===== config.mk =====
export PLATFORM = sky130hd
export DESIGN_NAME = asmc_mode_ctrl
export DESIGN_NICKNAME = d
export VERILOG_FILES = /design/src/include/asmc_pkg.sv /design/src/verilog/asmc_axis_scale.sv /design/src/verilog/asmc_mode_ctrl.sv
export SDC_FILE = /design/constraint.sdc
export NUM_CORES = 1
export LEC_CHECK = 0
export ABC_AREA = 1
export BUFFER_PORTS_ARGS = -buffer_cell sky130_fd_sc_hd__clkbuf_2
export CORE_UTILIZATION = 67
export CTS_CLUSTER_SIZE = 25
export DETAILED_ROUTE_END_ITERATION = 8
export PLACE_DENSITY = 0.95
export RECOVER_POWER = 25
export SYNTH_ARGS = -nofsm -noshare
export SYNTH_HDL_FRONTEND = slang
export SYNTH_SLANG_ARGS = --single-unit

===== constraint.sdc =====
create_clock -name sys_clk_in -period 12.2 [get_ports sys_clk_in]
set_clock_uncertainty 0.05 [all_clocks]
set_input_delay 3.05 -clock sys_clk_in [delete_from_list [all_inputs] [get_ports sys_clk_in]]
set_output_delay 3.05 -clock sys_clk_in [all_outputs]
set_load 0.01 [all_outputs]

===== src/include/asmc_pkg.sv =====
package asmc_pkg;

	typedef enum logic [1:0] {
		ASMC_STANDBY = 2'b00,
		ASMC_WAKE = 2'b01,
		ASMC_SLEEP = 2'b10,
		ASMC_OFF = 2'b11
	} asmc_mode_t;

	localparam int ASMC_CLK_MHZ = 50;
	localparam int ASMC_TURN_ON_US = 1000;
	localparam int ASMC_TURN_ON_CYC = ASMC_TURN_ON_US * ASMC_CLK_MHZ;
	localparam int ASMC_SETTLE_SAMPLES = 2;

	localparam logic [1:0] ASMC_FS_2G = 2'h0;
	localparam logic [1:0] ASMC_FS_4G = 2'h1;
	localparam logic [1:0] ASMC_FS_8G = 2'h2;

	localparam int ASMC_CNT_2G = 1024;
	localparam int ASMC_CNT_4G = 512;
	localparam int ASMC_CNT_8G = 256;
	localparam int ASMC_SHIFT_4G = $clog2(ASMC_CNT_2G / ASMC_CNT_4G);
	localparam int ASMC_SHIFT_8G = $clog2(ASMC_CNT_2G / ASMC_CNT_8G);

	localparam int ASMC_RAW_W = 16;
	localparam int ASMC_OUT_W = 12;

	localparam logic [10:0] ASMC_TAN60_NUM = 11'h6c4;
	localparam logic [10:0] ASMC_TAN30_NUM = 11'h241;
	localparam logic [10:0] ASMC_TAN_DEN = 11'h3e8;

endpackage


===== src/verilog/asmc_axis_scale.sv =====
`timescale 1ns/10ps
`default_nettype none
module asmc_axis_scale import asmc_pkg::*; #(
	parameter int RAW_WIDTH = ASMC_RAW_W,
	parameter int OUT_WIDTH = ASMC_OUT_W
) (
	input wire logic sys_clk_in,
	input wire logic rst_b_in,
	input wire logic clear_in,
	input wire logic load_in,
	input wire logic [1:0] fs_sel_in,
	input wire logic self_test_in,
	input wire logic signed [RAW_WIDTH-1:0] raw_in,
	input wire logic signed [RAW_WIDTH-1:0] st_force_in,
	output logic signed [OUT_WIDTH-1:0] sample_out
);

	localparam logic signed [RAW_WIDTH:0] MAX_V = (RAW_WIDTH+1)'(2 ** (OUT_WIDTH - 1) - 1);
	localparam logic signed [RAW_WIDTH:0] MIN_V = (RAW_WIDTH+1)'(-(2 ** (OUT_WIDTH - 1)));

	generate
		if (OUT_WIDTH > RAW_WIDTH || OUT_WIDTH < 2) begin : g_bad_width
			$error("asmc_axis_scale: OUT_WIDTH must lie between 2 and RAW_WIDTH");
		end
	endgenerate

	logic signed [RAW_WIDTH:0] sum;
	logic signed [RAW_WIDTH:0] scaled;
	logic signed [OUT_WIDTH-1:0] nxt_sample;

	// The test force simply adds to the sensed signal before scaling.
	always_comb begin
		sum = {raw_in[RAW_WIDTH-1], raw_in};
		if (self_test_in) begin
			sum = sum + {st_force_in[RAW_WIDTH-1], st_force_in};
		end
	end

	// Raw input is in 2 g counts; wider ranges drop low bits.
	always_comb begin
		case (fs_sel_in)
			ASMC_FS_4G: scaled = sum >>> ASMC_SHIFT_4G;
			ASMC_FS_8G: scaled = sum >>> ASMC_SHIFT_8G;
			default: scaled = sum;
		endcase
		if (scaled > MAX_V) begin
			nxt_sample = MAX_V[OUT_WIDTH-1:0];
		end else if (scaled < MIN_V) begin
			nxt_sample = MIN_V[OUT_WIDTH-1:0];
		end else begin
			nxt_sample = scaled[OUT_WIDTH-1:0];
		end
	end

	always_ff @(posedge sys_clk_in) begin
		if (!rst_b_in || clear_in) begin
			sample_out <= '0;
		end else if (load_in) begin
			sample_out <= nxt_sample;
		end
	end
endmodule
`default_nettype wire


===== src/verilog/asmc_mode_ctrl.sv =====
// Function
// - Off mode: all blocks shut down, no I2C participation.
// - Standby: digital only; analog and clocks off; registers stay accessible.
// - Wake and sleep are active: digital, analog and I2C all enabled.
// - Leaving active for standby keeps every register value.
// - Entering active from standby resets a defined register subset only.
// - Sensitivity 1024, 512, 256 counts per g for 2, 4, 8 g.
// - Samples are two's complement; zero g sits mid-range.
// - Self-test output is sensed acceleration plus electrostatic test force.
// - Orientation trips at 30 and 60 degrees giving hysteresis.
// - First valid sample is the third or later sample loaded once the 1 ms turn-on timer has run out.
`timescale 1ns/10ps
`default_nettype none
module asmc_mode_ctrl import asmc_pkg::*; #(
	parameter int TURN_ON_CYC = ASMC_TURN_ON_CYC
) (
	input wire logic sys_clk_in,
	input wire logic rst_b_in,
	input wire logic power_good_in,
	input wire logic active_req_in,
	input wire logic sleep_req_in,
	input wire logic sample_tick_in,
	input wire logic [1:0] fs_sel_in,
	input wire logic self_test_in,
	input wire logic signed [ASMC_RAW_W-1:0] accel_x_raw_in,
	input wire logic signed [ASMC_RAW_W-1:0] accel_y_raw_in,
	input wire logic signed [ASMC_RAW_W-1:0] accel_z_raw_in,
	input wire logic signed [ASMC_RAW_W-1:0] st_force_x_in,
	input wire logic signed [ASMC_RAW_W-1:0] st_force_y_in,
	input wire logic signed [ASMC_RAW_W-1:0] st_force_z_in,
	output logic [1:0] system_mode_field_out,
	output logic digital_en_out,
	output logic analog_en_out,
	output logic int_clk_en_out,
	output logic i2c_en_out,
	output logic subset_reset_out,
	output logic data_valid_out,
	output logic signed [ASMC_OUT_W-1:0] accel_x_out,
	output logic signed [ASMC_OUT_W-1:0] accel_y_out,
	output logic signed [ASMC_OUT_W-1:0] accel_z_out,
	output logic landscape_out
);

	localparam int TMR_W = $clog2(TURN_ON_CYC + 1);

	generate
		if (TURN_ON_CYC < 1) begin : g_bad_turn_on
			$error("asmc_mode_ctrl: TURN_ON_CYC must be at least one");
		end
	endgenerate

	////////////////////////////////////////////////////////////////////////////////
	asmc_mode_t mode_ff;
	asmc_mode_t nxt_mode;
	logic nxt_active;
	logic enter_active;
	logic sample_clear;
	logic sample_load;

	always_comb begin
		if (!power_good_in) begin
			nxt_mode = ASMC_OFF;
		end else begin
			case (mode_ff)
				ASMC_OFF: nxt_mode = ASMC_STANDBY;
				ASMC_STANDBY, ASMC_WAKE, ASMC_SLEEP: begin
					if (!active_req_in) begin
						nxt_mode = ASMC_STANDBY;
					end else if (sleep_req_in) begin
						nxt_mode = ASMC_SLEEP;
					end else begin
						nxt_mode = ASMC_WAKE;
					end
				end
				default: nxt_mode = ASMC_STANDBY;
			endcase
		end
	end

	assign nxt_active = (nxt_mode == ASMC_WAKE) || (nxt_mode == ASMC_SLEEP);
	assign enter_active = (mode_ff == ASMC_STANDBY) && nxt_active;
	// Power loss wipes everything; leaving active alone clears nothing.
	assign sample_clear = enter_active || (nxt_mode == ASMC_OFF);
	assign sample_load = nxt_active && (mode_ff != ASMC_STANDBY) && sample_tick_in;

	always_ff @(posedge sys_clk_in) begin
		if (!rst_b_in) begin
			mode_ff <= ASMC_OFF;
		end else begin
			mode_ff <= nxt_mode;
		end
	end

	// Mode field is what the host reads back to confirm a transition.
	always_ff @(posedge sys_clk_in) begin
		if (!rst_b_in) begin
			system_mode_field_out <= ASMC_OFF;
		end else begin
			system_mode_field_out <= nxt_mode;
		end
	end

	// Block enables follow the mode that takes effect on this edge.
	always_ff @(posedge sys_clk_in) begin
		if (!rst_b_in) begin
			digital_en_out <= 1'b0;
			analog_en_out <= 1'b0;
			int_clk_en_out <= 1'b0;
			i2c_en_out <= 1'b0;
		end else begin
			digital_en_out <= (nxt_mode != ASMC_OFF);
			i2c_en_out <= (nxt_mode != ASMC_OFF);
			analog_en_out <= nxt_active;
			int_clk_en_out <= nxt_active;
		end
	end

	always_ff @(posedge sys_clk_in) begin
		if (!rst_b_in) begin
			subset_reset_out <= 1'b0;
		end else begin
			subset_reset_out <= enter_active;
		end
	end

	////////////////////////////////////////////////////////////////////////////////
	logic [TMR_W-1:0] turn_on_tmr_ff;
	logic [1:0] settle_cnt_ff;

	// Valid data needs the 1 ms settle time and two fresh sample periods.
	always_ff @(posedge sys_clk_in) begin
		if (!rst_b_in || sample_clear) begin
			turn_on_tmr_ff <= TMR_W'(TURN_ON_CYC);
		end else if (nxt_active && turn_on_tmr_ff != 0) begin
			turn_on_tmr_ff <= turn_on_tmr_ff - 1'b1;
		end
	end

	always_ff @(posedge sys_clk_in) begin
		if (!rst_b_in || sample_clear) begin
			settle_cnt_ff <= '0;
		end else if (sample_load && settle_cnt_ff != 2'(ASMC_SETTLE_SAMPLES)) begin
			settle_cnt_ff <= settle_cnt_ff + 1'b1;
		end
	end

	always_ff @(posedge sys_clk_in) begin
		if (!rst_b_in || sample_clear) begin
			data_valid_out <= 1'b0;
		end else if (sample_load && turn_on_tmr_ff == 0
			&& settle_cnt_ff == 2'(ASMC_SETTLE_SAMPLES)) begin
			data_valid_out <= 1'b1;
		end
	end

	////////////////////////////////////////////////////////////////////////////////
	asmc_axis_scale #(.RAW_WIDTH(ASMC_RAW_W), .OUT_WIDTH(ASMC_OUT_W)) u_axis_x (
		.sys_clk_in(sys_clk_in),
		.rst_b_in(rst_b_in),
		.clear_in(sample_clear),
		.load_in(sample_load),
		.fs_sel_in(fs_sel_in),
		.self_test_in(self_test_in),
		.raw_in(accel_x_raw_in),
		.st_force_in(st_force_x_in),
		.sample_out(accel_x_out)
	);

	asmc_axis_scale #(.RAW_WIDTH(ASMC_RAW_W), .OUT_WIDTH(ASMC_OUT_W)) u_axis_y (
		.sys_clk_in(sys_clk_in),
		.rst_b_in(rst_b_in),
		.clear_in(sample_clear),
		.load_in(sample_load),
		.fs_sel_in(fs_sel_in),
		.self_test_in(self_test_in),
		.raw_in(accel_y_raw_in),
		.st_force_in(st_force_y_in),
		.sample_out(accel_y_out)
	);

	asmc_axis_scale #(.RAW_WIDTH(ASMC_RAW_W), .OUT_WIDTH(ASMC_OUT_W)) u_axis_z (
		.sys_clk_in(sys_clk_in),
		.rst_b_in(rst_b_in),
		.clear_in(sample_clear),
		.load_in(sample_load),
		.fs_sel_in(fs_sel_in),
		.self_test_in(self_test_in),
		.raw_in(accel_z_raw_in),
		.st_force_in(st_force_z_in),
		.sample_out(accel_z_out)
	);

	////////////////////////////////////////////////////////////////////////////////
	logic [ASMC_OUT_W-1:0] abs_x;
	logic [ASMC_OUT_W-1:0] abs_y;
	logic [23:0] x_scaled;
	logic [23:0] y_tan60;
	logic [23:0] y_tan30;

	assign abs_x = accel_x_out[ASMC_OUT_W-1] ? ASMC_OUT_W'(-accel_x_out) : accel_x_out;
	assign abs_y = accel_y_out[ASMC_OUT_W-1] ? ASMC_OUT_W'(-accel_y_out) : accel_y_out;
	// Operands are widened first so that the products cannot wrap at twelve bits.
	assign x_scaled = 24'(abs_x) * 24'(ASMC_TAN_DEN);
	assign y_tan60 = 24'(abs_y) * 24'(ASMC_TAN60_NUM);
	assign y_tan30 = 24'(abs_y) * 24'(ASMC_TAN30_NUM);

	// Portrait tips to landscape past 60 degrees and returns below 30.
	always_ff @(posedge sys_clk_in) begin
		if (!rst_b_in || sample_clear) begin
			landscape_out <= 1'b0;
		end else if (nxt_active && !landscape_out && x_scaled > y_tan60) begin
			landscape_out <= 1'b1;
		end else if (nxt_active && landscape_out && x_scaled < y_tan30) begin
			landscape_out <= 1'b0;
		end
	end

	////////////////////////////////////////////////////////////////////////////////
	logic [31:0] since_entry_ff;

	always_ff @(posedge sys_clk_in) begin
		if (!rst_b_in || enter_active) begin
			since_entry_ff <= '0;
		end else if (since_entry_ff != 32'hffffffff) begin
			since_entry_ff <= since_entry_ff + 1'b1;
		end
	end
endmodule
`default_nettype wire

Yosys cells after proc, flatten, opt, wreduce, memory -nomap -nowiden
Index checks and enable logic that the tools add are counted.

Flip-flop bits (word level): 61. Bits in latches: 0. Memory bits (writable): 0. ROM bits: 0. Word-level logic and storage cells: 82. Memories kept: 0.

$add $sub $neg: 7. Multipliers: 3. Div/mod/pow operators: 0. Order comparisons: 8. Equality and inequality tests: 11. Shift operators: 0. Muxes and demuxes: 20. Bitwise logic cells: 0. Reductions and logical operators: 22.

Operators by type and width (count): two-way mux 12 bit (8); one-hot mux 16 bit (2 select lines) (3); adder 16 x 16 -> 17 bit (3); greater-than comparator 17 x 12 -> 1 bit, second input constant (3); < comparator 17 x 12 -> 1 bit, second input constant (3); two-way mux 17 bit (3); negation 12 bit (2); greater-than comparator 22 x 23 -> 1 bit (1); < comparator 22 bit (1); multiplier 12 x 10 -> 22 bit, second input constant (1); multiplier 12 x 9 -> 21 bit, second input constant (1); multiplier 12 x 7 -> 19 bit, second input constant (1); zero test 16 bit (1); nonzero test 16 bit (1); subtractor 16 x 1 -> 16 bit, second input constant (1); equality test 2 bit, second input constant (6); logical AND 1 bit (11); equality test 2 x 1 -> 1 bit, second input constant (3); two-way mux 2 bit (3); inequality test 2 bit, second input constant (2); one-hot mux 2 bit (2 select lines) (1); nonzero test 2 bit (2); logical OR 1 bit (3); OR reduction 3 bit (1); 4 further kinds (6).

Longest topological paths before layout
Word-level depth: 10. Depth in mapped cells: 40. Depth with buffers taken out: 40.

Modules after synthesis
Synthesis repeated with hierarchy kept, for this count alone.

Cells, all modules: 2145. Area, all modules: 14098.5 µm².

By module, submodules not included: asmc_mode_ctrl (times used 1, cells an instance 1000, area each 7572.3 µm²); asmc_axis_scale (u_axis_x ...) (times used 2, cells an instance 382, area each 2150.8 µm²); asmc_axis_scale (u_axis_z) (times used 1, cells an instance 381, area each 2224.6 µm²).

Least setup slack after synthesis
Ideal clock, no wire load.

Kind: flip-flop to flip-flop. Start point: register u_axis_x.sample_out[0]. End point: register landscape_out. Arrival: 5.984 ns. Slack: 6.034 ns. Cell stages (with the launch flop): 33. Period minus slack after synthesis: 6.166 ns. Cells stage by stage: dfxtp_1 inv_1 ha_1 nand3_1 nor3_1 or2_2 xor2_1 fa_1 inv_1 fa_1 fa_1 fa_1 inv_1 ha_1 a21oi_1 o21a_1 o21ai_0 nand2_1 nand2_1 a21oi_1 o21ai_0 a21oi_1 nor2_1 nor2_1 xor2_1 ha_1 nand2_1 nor4_1 nand4_1 nand3_1 nor2_1 nand2_1 a21oi_1.

Cells in the longest elaborated chain, start to end: 6.

RTL lines: from (decl) (line asmc_axis_scale.sv:15) `output logic signed [OUT_WIDTH-1:0] sample_out`; from (signal assigned) (line asmc_axis_scale.sv:59) `sample_out <= nxt_sample;`; negation 12 bit (line asmc_mode_ctrl.sv:200) `assign abs_x = accel_x_out[ASMC_OUT_W-1] ? ASMC_OUT_W'(-accel_x_out) : accel_x_out;`; two-way mux 12 bit * (line asmc_mode_ctrl.sv:200); multiplier 12 x 7 -> 19 bit * (line asmc_mode_ctrl.sv:203) `assign x_scaled = 24'(abs_x) * 24'(ASMC_TAN_DEN);`; greater-than comparator 22 x 23 -> 1 bit or < comparator 22 bit (tied branches) (line asmc_mode_ctrl.sv:211, asmc_mode_ctrl.sv:213); logical AND 1 bit, on equally long branches (line asmc_mode_ctrl.sv:211, asmc_mode_ctrl.sv:213); two-way mux 1 bit or nonzero test 2 bit (tied branches); to (signal assigned) (line asmc_mode_ctrl.sv:210) `landscape_out <= 1'b0;`; to (signal assigned) (line asmc_mode_ctrl.sv:212) `landscape_out <= 1'b1;`; to (signal assigned) (line asmc_mode_ctrl.sv:214) `landscape_out <= 1'b0;`; to (decl) (line asmc_mode_ctrl.sv:41) `output logic landscape_out`.

Every way passes the cells marked *; elsewhere a longest branch is shown, timed or not. A chain may end at the register's enable or synchronous reset.

Final worst setup path
Start point: register u_axis_y.sample_out[0]. End point: register landscape_out.

Cells in the longest elaborated chain, start to end: 6.

RTL lines: from (decl) (line asmc_axis_scale.sv:15); from (signal assigned) (line asmc_axis_scale.sv:59); negation 12 bit (line asmc_mode_ctrl.sv:201) `assign abs_y = accel_y_out[ASMC_OUT_W-1] ? ASMC_OUT_W'(-accel_y_out) : accel_y_out;`; two-way mux 12 bit * (line asmc_mode_ctrl.sv:201); multiplier 12 x 9 -> 21 bit or multiplier 12 x 10 -> 22 bit (tied branches) (line asmc_mode_ctrl.sv:204, asmc_mode_ctrl.sv:205); greater-than comparator 22 x 23 -> 1 bit or < comparator 22 bit (tied branches) (line asmc_mode_ctrl.sv:211, asmc_mode_ctrl.sv:213); logical AND 1 bit, on equally long branches (line asmc_mode_ctrl.sv:211, asmc_mode_ctrl.sv:213); two-way mux 1 bit or nonzero test 2 bit (tied branches).

Marks and branches as above.

==> impl_metrics.prom <==
# TYPE chip_impl_metric gauge
chip_impl_info{name="result_of_the_run",value="completed"} 1
chip_impl_info{name="cp_common_cell",value="sky130_fd_sc_hd__inv_1"} 1
chip_impl_metric{name="register_area",unit="µm²"} 1220
chip_impl_metric{name="post_syn_area_per_cell",unit="µm²"} 6.59
chip_impl_metric{name="highest_fanout_seen_on_the_critical_path",unit=""} 9
chip_impl_metric{name="synthCells",unit=""} 2057
chip_impl_info{name="ys_top_cells_by_area",value="sky130_fd_sc_hd__ha_1 23%, sky130_fd_sc_hd__nand2_1 14%, sky130_fd_sc_hd__inv_1 9.5%"} 1
chip_impl_metric{name="detailedRoute.firstIterationViolations",unit=""} 815
chip_impl_metric{name="firstDrtPassIters",unit=""} 5
chip_impl_metric{name="cts.path.max_buffers",unit=""} 2
chip_impl_metric{name="cts_num_sinks",unit=""} 61
chip_impl_metric{name="finalSetupViolCount",unit=""} 0
chip_impl_metric{name="clk-insertion-delay-late",unit="ns"} 0.33
chip_impl_metric{name="number_of_h_tree_levels",unit=""} 3
chip_impl_metric{name="multi_input_comb_area",unit="µm²"} 10700
chip_impl_metric{name="netlist_area",unit="µm²"} 13600
chip_impl_metric{name="synth-edff-count",unit=""} 0
chip_impl_metric{name="wire_per_inst",unit="µm"} 14.5
chip_impl_metric{name="period_share",unit="%"} 55.7
chip_impl_metric{name="yosys_register_bits",unit=""} 61
chip_impl_metric{name="clk_pin_slew",unit="ns"} 0.06
chip_impl_info{name="synthDominantAreaCellType",value="sky130_fd_sc_hd__ha_1"} 1
chip_impl_metric{name="reg2reg_depth",unit=""} 33
chip_impl_metric{name="dp_hpwl",unit="µm"} 29000
chip_impl_metric{name="asyncSetResetFlopFracSynth",unit="%"} 0
chip_impl_metric{name="final.fill_count",unit=""} 1558
chip_impl_metric{name="ir_drop",unit="mV"} 0.115
chip_impl_info{name="yosys_most_used_dff",value="sky130_fd_sc_hd__dfxtp_1"} 1
chip_impl_metric{name="start_util",unit="%"} 69.0
chip_impl_metric{name="worst_slew_margin_rel",unit="%"} 25.6
chip_impl_metric{name="synth.net_count",unit=""} 2467
chip_impl_info{name="grt.busiest_layer",value="met2"} 1
chip_impl_metric{name="final_slew_violations",unit=""} 0
chip_impl_info{name="cts_tree",value="yes"} 1
chip_impl_metric{name="worstPathRequired",unit="ns"} 12.37
chip_impl_metric{name="gr_usage_total",unit="%"} 35.2
chip_impl_metric{name="final_hold_viol_count",unit=""} 0
chip_impl_metric{name="whs_path_depth",unit=""} 2
chip_impl_metric{name="ant_nets",unit=""} 0
chip_impl_metric{name="drive_gt1_share",unit="%"} 13.1
chip_impl_info{name="timing.critical_path.to_type",value="register"} 1
chip_impl_metric{name="final_replace_weighted_congestion",unit=""} 0.976
chip_impl_metric{name="power_density",unit="nW/µm²"} 119
chip_impl_metric{name="final_util",unit="%"} 74.8
chip_impl_metric{name="postLayoutSetupSlackWorst",unit="ns"} 5.40
chip_impl_metric{name="maxCapViolations",unit=""} 0
chip_impl_metric{name="io_buffers",unit=""} 149
chip_impl_info{name="clock-root-buffer",value="sky130_fd_sc_hd__clkbuf_16"} 1
chip_impl_metric{name="horizontal_die_dimension",unit="µm"} 144
chip_impl_metric{name="finalPower",unit="µW"} 1750
chip_impl_metric{name="cts-resized-gates",unit=""} 0
chip_impl_metric{name="drt_via_density",unit=""} 5.58
chip_impl_info{name="timing.setup.critical_path_class",value="register to register"} 1
chip_impl_metric{name="antenna_found_initial",unit=""} 0
chip_impl_metric{name="cts_hold_repair.buffers",unit=""} 0
chip_impl_metric{name="groute.layer.met1.usage",unit="%"} 39.8
chip_impl_metric{name="fp-row-count",unit=""} 51
chip_impl_metric{name="globalRouteMet2Util",unit="%"} 64.1
chip_impl_metric{name="cp.arrival",unit="ns"} 6.97
chip_impl_metric{name="area_growth",unit="%"} 8.32
chip_impl_metric{name="first_global_vias",unit=""} 13476
chip_impl_metric{name="die_height",unit="µm"} 144
chip_impl_metric{name="yosys_top_cell_area_share",unit="%"} 22.5
chip_impl_metric{name="grt_util_met3",unit="%"} 6.06
chip_impl_metric{name="fmax",unit="MHz"} 147
chip_impl_metric{name="yosysSeqAreaShare",unit="%"} 9.00
chip_impl_metric{name="io_pins",unit=""} 150
chip_impl_info{name="cp_slowest_cell",value="sky130_fd_sc_hd__fa_1"} 1
chip_impl_info{name="timing.critical_path.from_type",value="register"} 1
chip_impl_metric{name="drc_errors",unit=""} 0
chip_impl_info{name="min_path_type",value="register to register"} 1
chip_impl_metric{name="max_stage_delay",unit="ns"} 0.55
chip_impl_metric{name="cts_inserted_buffers",unit=""} 9
chip_impl_metric{name="design.final.nets",unit=""} 2583
chip_impl_metric{name="period_needed",unit="ns"} 6.80
chip_impl_metric{name="die-area",unit="µm²"} 20800
chip_impl_metric{name="leakagePower",unit="µW"} 0.00813
chip_impl_info{name="rsz0062_at_grt",value="no"} 1
chip_impl_metric{name="via_count",unit=""} 13631
chip_impl_metric{name="global_route_wire_length_before_repair",unit="µm"} 59800
chip_impl_metric{name="num_antenna_cells",unit=""} 0
chip_impl_metric{name="tns",unit="ns"} 0
chip_impl_metric{name="grt_start_max_net_pins",unit=""} 62
chip_impl_metric{name="yosysWarningCount",unit=""} 0
chip_impl_metric{name="place_ws",unit="ns"} 5.49
chip_impl_metric{name="core-area",unit="µm²"} 19700
chip_impl_metric{name="post_cts_setup_buffers",unit=""} 0
chip_impl_metric{name="grt.overflow.total",unit=""} 0
chip_impl_metric{name="ys_types",unit=""} 53
chip_impl_metric{name="timing_worst_slew_pin_value",unit="ns"} 1.11
chip_impl_metric{name="finalWirelength",unit="µm"} 35300
layout by cell type (no fill, tap or decap), drive strengths merged, types with 2 or more instances in the layout:
master and n:
xnor2 36, a211oi 3, nand4 16, o21ai 115
nand2 522, o21bai 4, xor2 52, inv 366
a31oi 13, ha 244, clkinv 4, and2 3
nand3 130, a22oi 2, a21oi 144, mux2i 2
nor4 3, dfxtp 61, o21a 3, buf 8
nand3b 5, clkbuf 160, o211ai 9, or2 20
o22ai 6, nor3 26, fa 61, nor2 146
a21o 7
path summary, 6_finish.rpt:
kind                          startpoint        endpoint  slack (ns)
setup / recovery  u_axis_y.sample_out[0]   landscape_out        5.40
setup reg to reg  u_axis_y.sample_out[0]   landscape_out        5.40
hold / removal            data_valid_out  data_valid_out        0.41
hold reg to reg           data_valid_out  data_valid_out        0.41
Yosys cell counts, types with 5 or more instances:
library cell,n
sky130_fd_sc_hd__nand2_1,490
sky130_fd_sc_hd__inv_1,343
sky130_fd_sc_hd__ha_1,244
sky130_fd_sc_hd__nor2_1,139
sky130_fd_sc_hd__nand3_1,116
sky130_fd_sc_hd__o21ai_0,111
sky130_fd_sc_hd__a21oi_1,108
sky130_fd_sc_hd__dfxtp_1,61
sky130_fd_sc_hd__fa_1,61
sky130_fd_sc_hd__xor2_1,52
sky130_fd_sc_hd__xnor2_1,36
sky130_fd_sc_hd__a21oi_2,34
sky130_fd_sc_hd__nand2_2,32
sky130_fd_sc_hd__inv_2,23
sky130_fd_sc_hd__clkbuf_1,22
sky130_fd_sc_hd__nor3_1,21
sky130_fd_sc_hd__nand4_1,16
sky130_fd_sc_hd__or2_2,16
sky130_fd_sc_hd__nand3_2,14
sky130_fd_sc_hd__a31oi_1,13
sky130_fd_sc_hd__buf_2,12
sky130_fd_sc_hd__o211ai_1,8
sky130_fd_sc_hd__a21o_1,7
sky130_fd_sc_hd__nor2_2,7
sky130_fd_sc_hd__buf_4,6
sky130_fd_sc_hd__o22ai_1,6
sky130_fd_sc_hd__buf_1,5
sky130_fd_sc_hd__nand3b_1,5
registers in the layout (all words and copies together), names as in the netlist:
signal,flops
data_valid_out,1
i2c_en_out,1
int_clk_en_out,1
landscape_out,1
settle_cnt_ff,2
subset_reset_out,1
system_mode_field_out,2
turn_on_tmr_ff,16
u_axis_x.sample_out,12
u_axis_y.sample_out,12
u_axis_z.sample_out,12
power by group:
group | total (µW) | switching [µW] | internal, µW
Combinational | 1250 | 770 | 483
Sequential | 229 | 15.9 | 213
Clock | 264 | 96.6 | 167
logic make-up after synthesis:
group	share of synthesized area [%]
AOI/OAI and AO/OA	13.4
xor gates and xnor gates	5.68
buffers and inverters	12.3
and+or+nand+nor	28.0
muxes	0.148
DFF	9.00
adders and majority gates	31.5
per-layer routing:
| metal | part of all wire (%) | wire, µm | vias to the layer above |
|---|---|---|---|
| met5 | 0 | 0 | - |
| met4 | 4.0 | 1410 | 0 |
| met3 | 5.8 | 2050 | 119 |
| met2 | 50 | 17500 | 482 |
| met1 | 41 | 14400 | 6212 |
| li1 | - | - | 6818 |
worst max-delay path: cells and delay by family (launching register included):
| family | cells | cell delay (ns) |
|---|---|---|
| AO/OA/AOI/OAI | 4 | 0.78 |
| XOR/XNOR | 2 | 0.71 |
| adder cells (fa/ha/maj) | 7 | 2.66 |
| buffers and inverters | 8 | 0.61 |
| flip-flops | 1 | 0.41 |
| AND/OR/NAND/NOR | 12 | 1.45 |
final cells by class:
class | instances | area share (%)
Clock buffer | 11 | 1.72
Multi-Input combinational cell | 1576 | 72.7
Clock inverter | 4 | 0.324
Inverter | 368 | 9.40
Timing Repair Buffer | 157 | 5.30
Sequential cell | 61 | 8.31
Tap cell | 265 | 2.26
per-stage QoR:
stage,instance area (µm²),hold WS (ns),instances
after detailed placement,14400,0.406,2427
after global routing,14700,0.439,2442
after CTS,14700,0.414,2442
after global placement,14400,0.401,2427
after floorplan,13600,0.396,2057
final,14700,0.411,2442
Power figures use the tool's default switching activity.
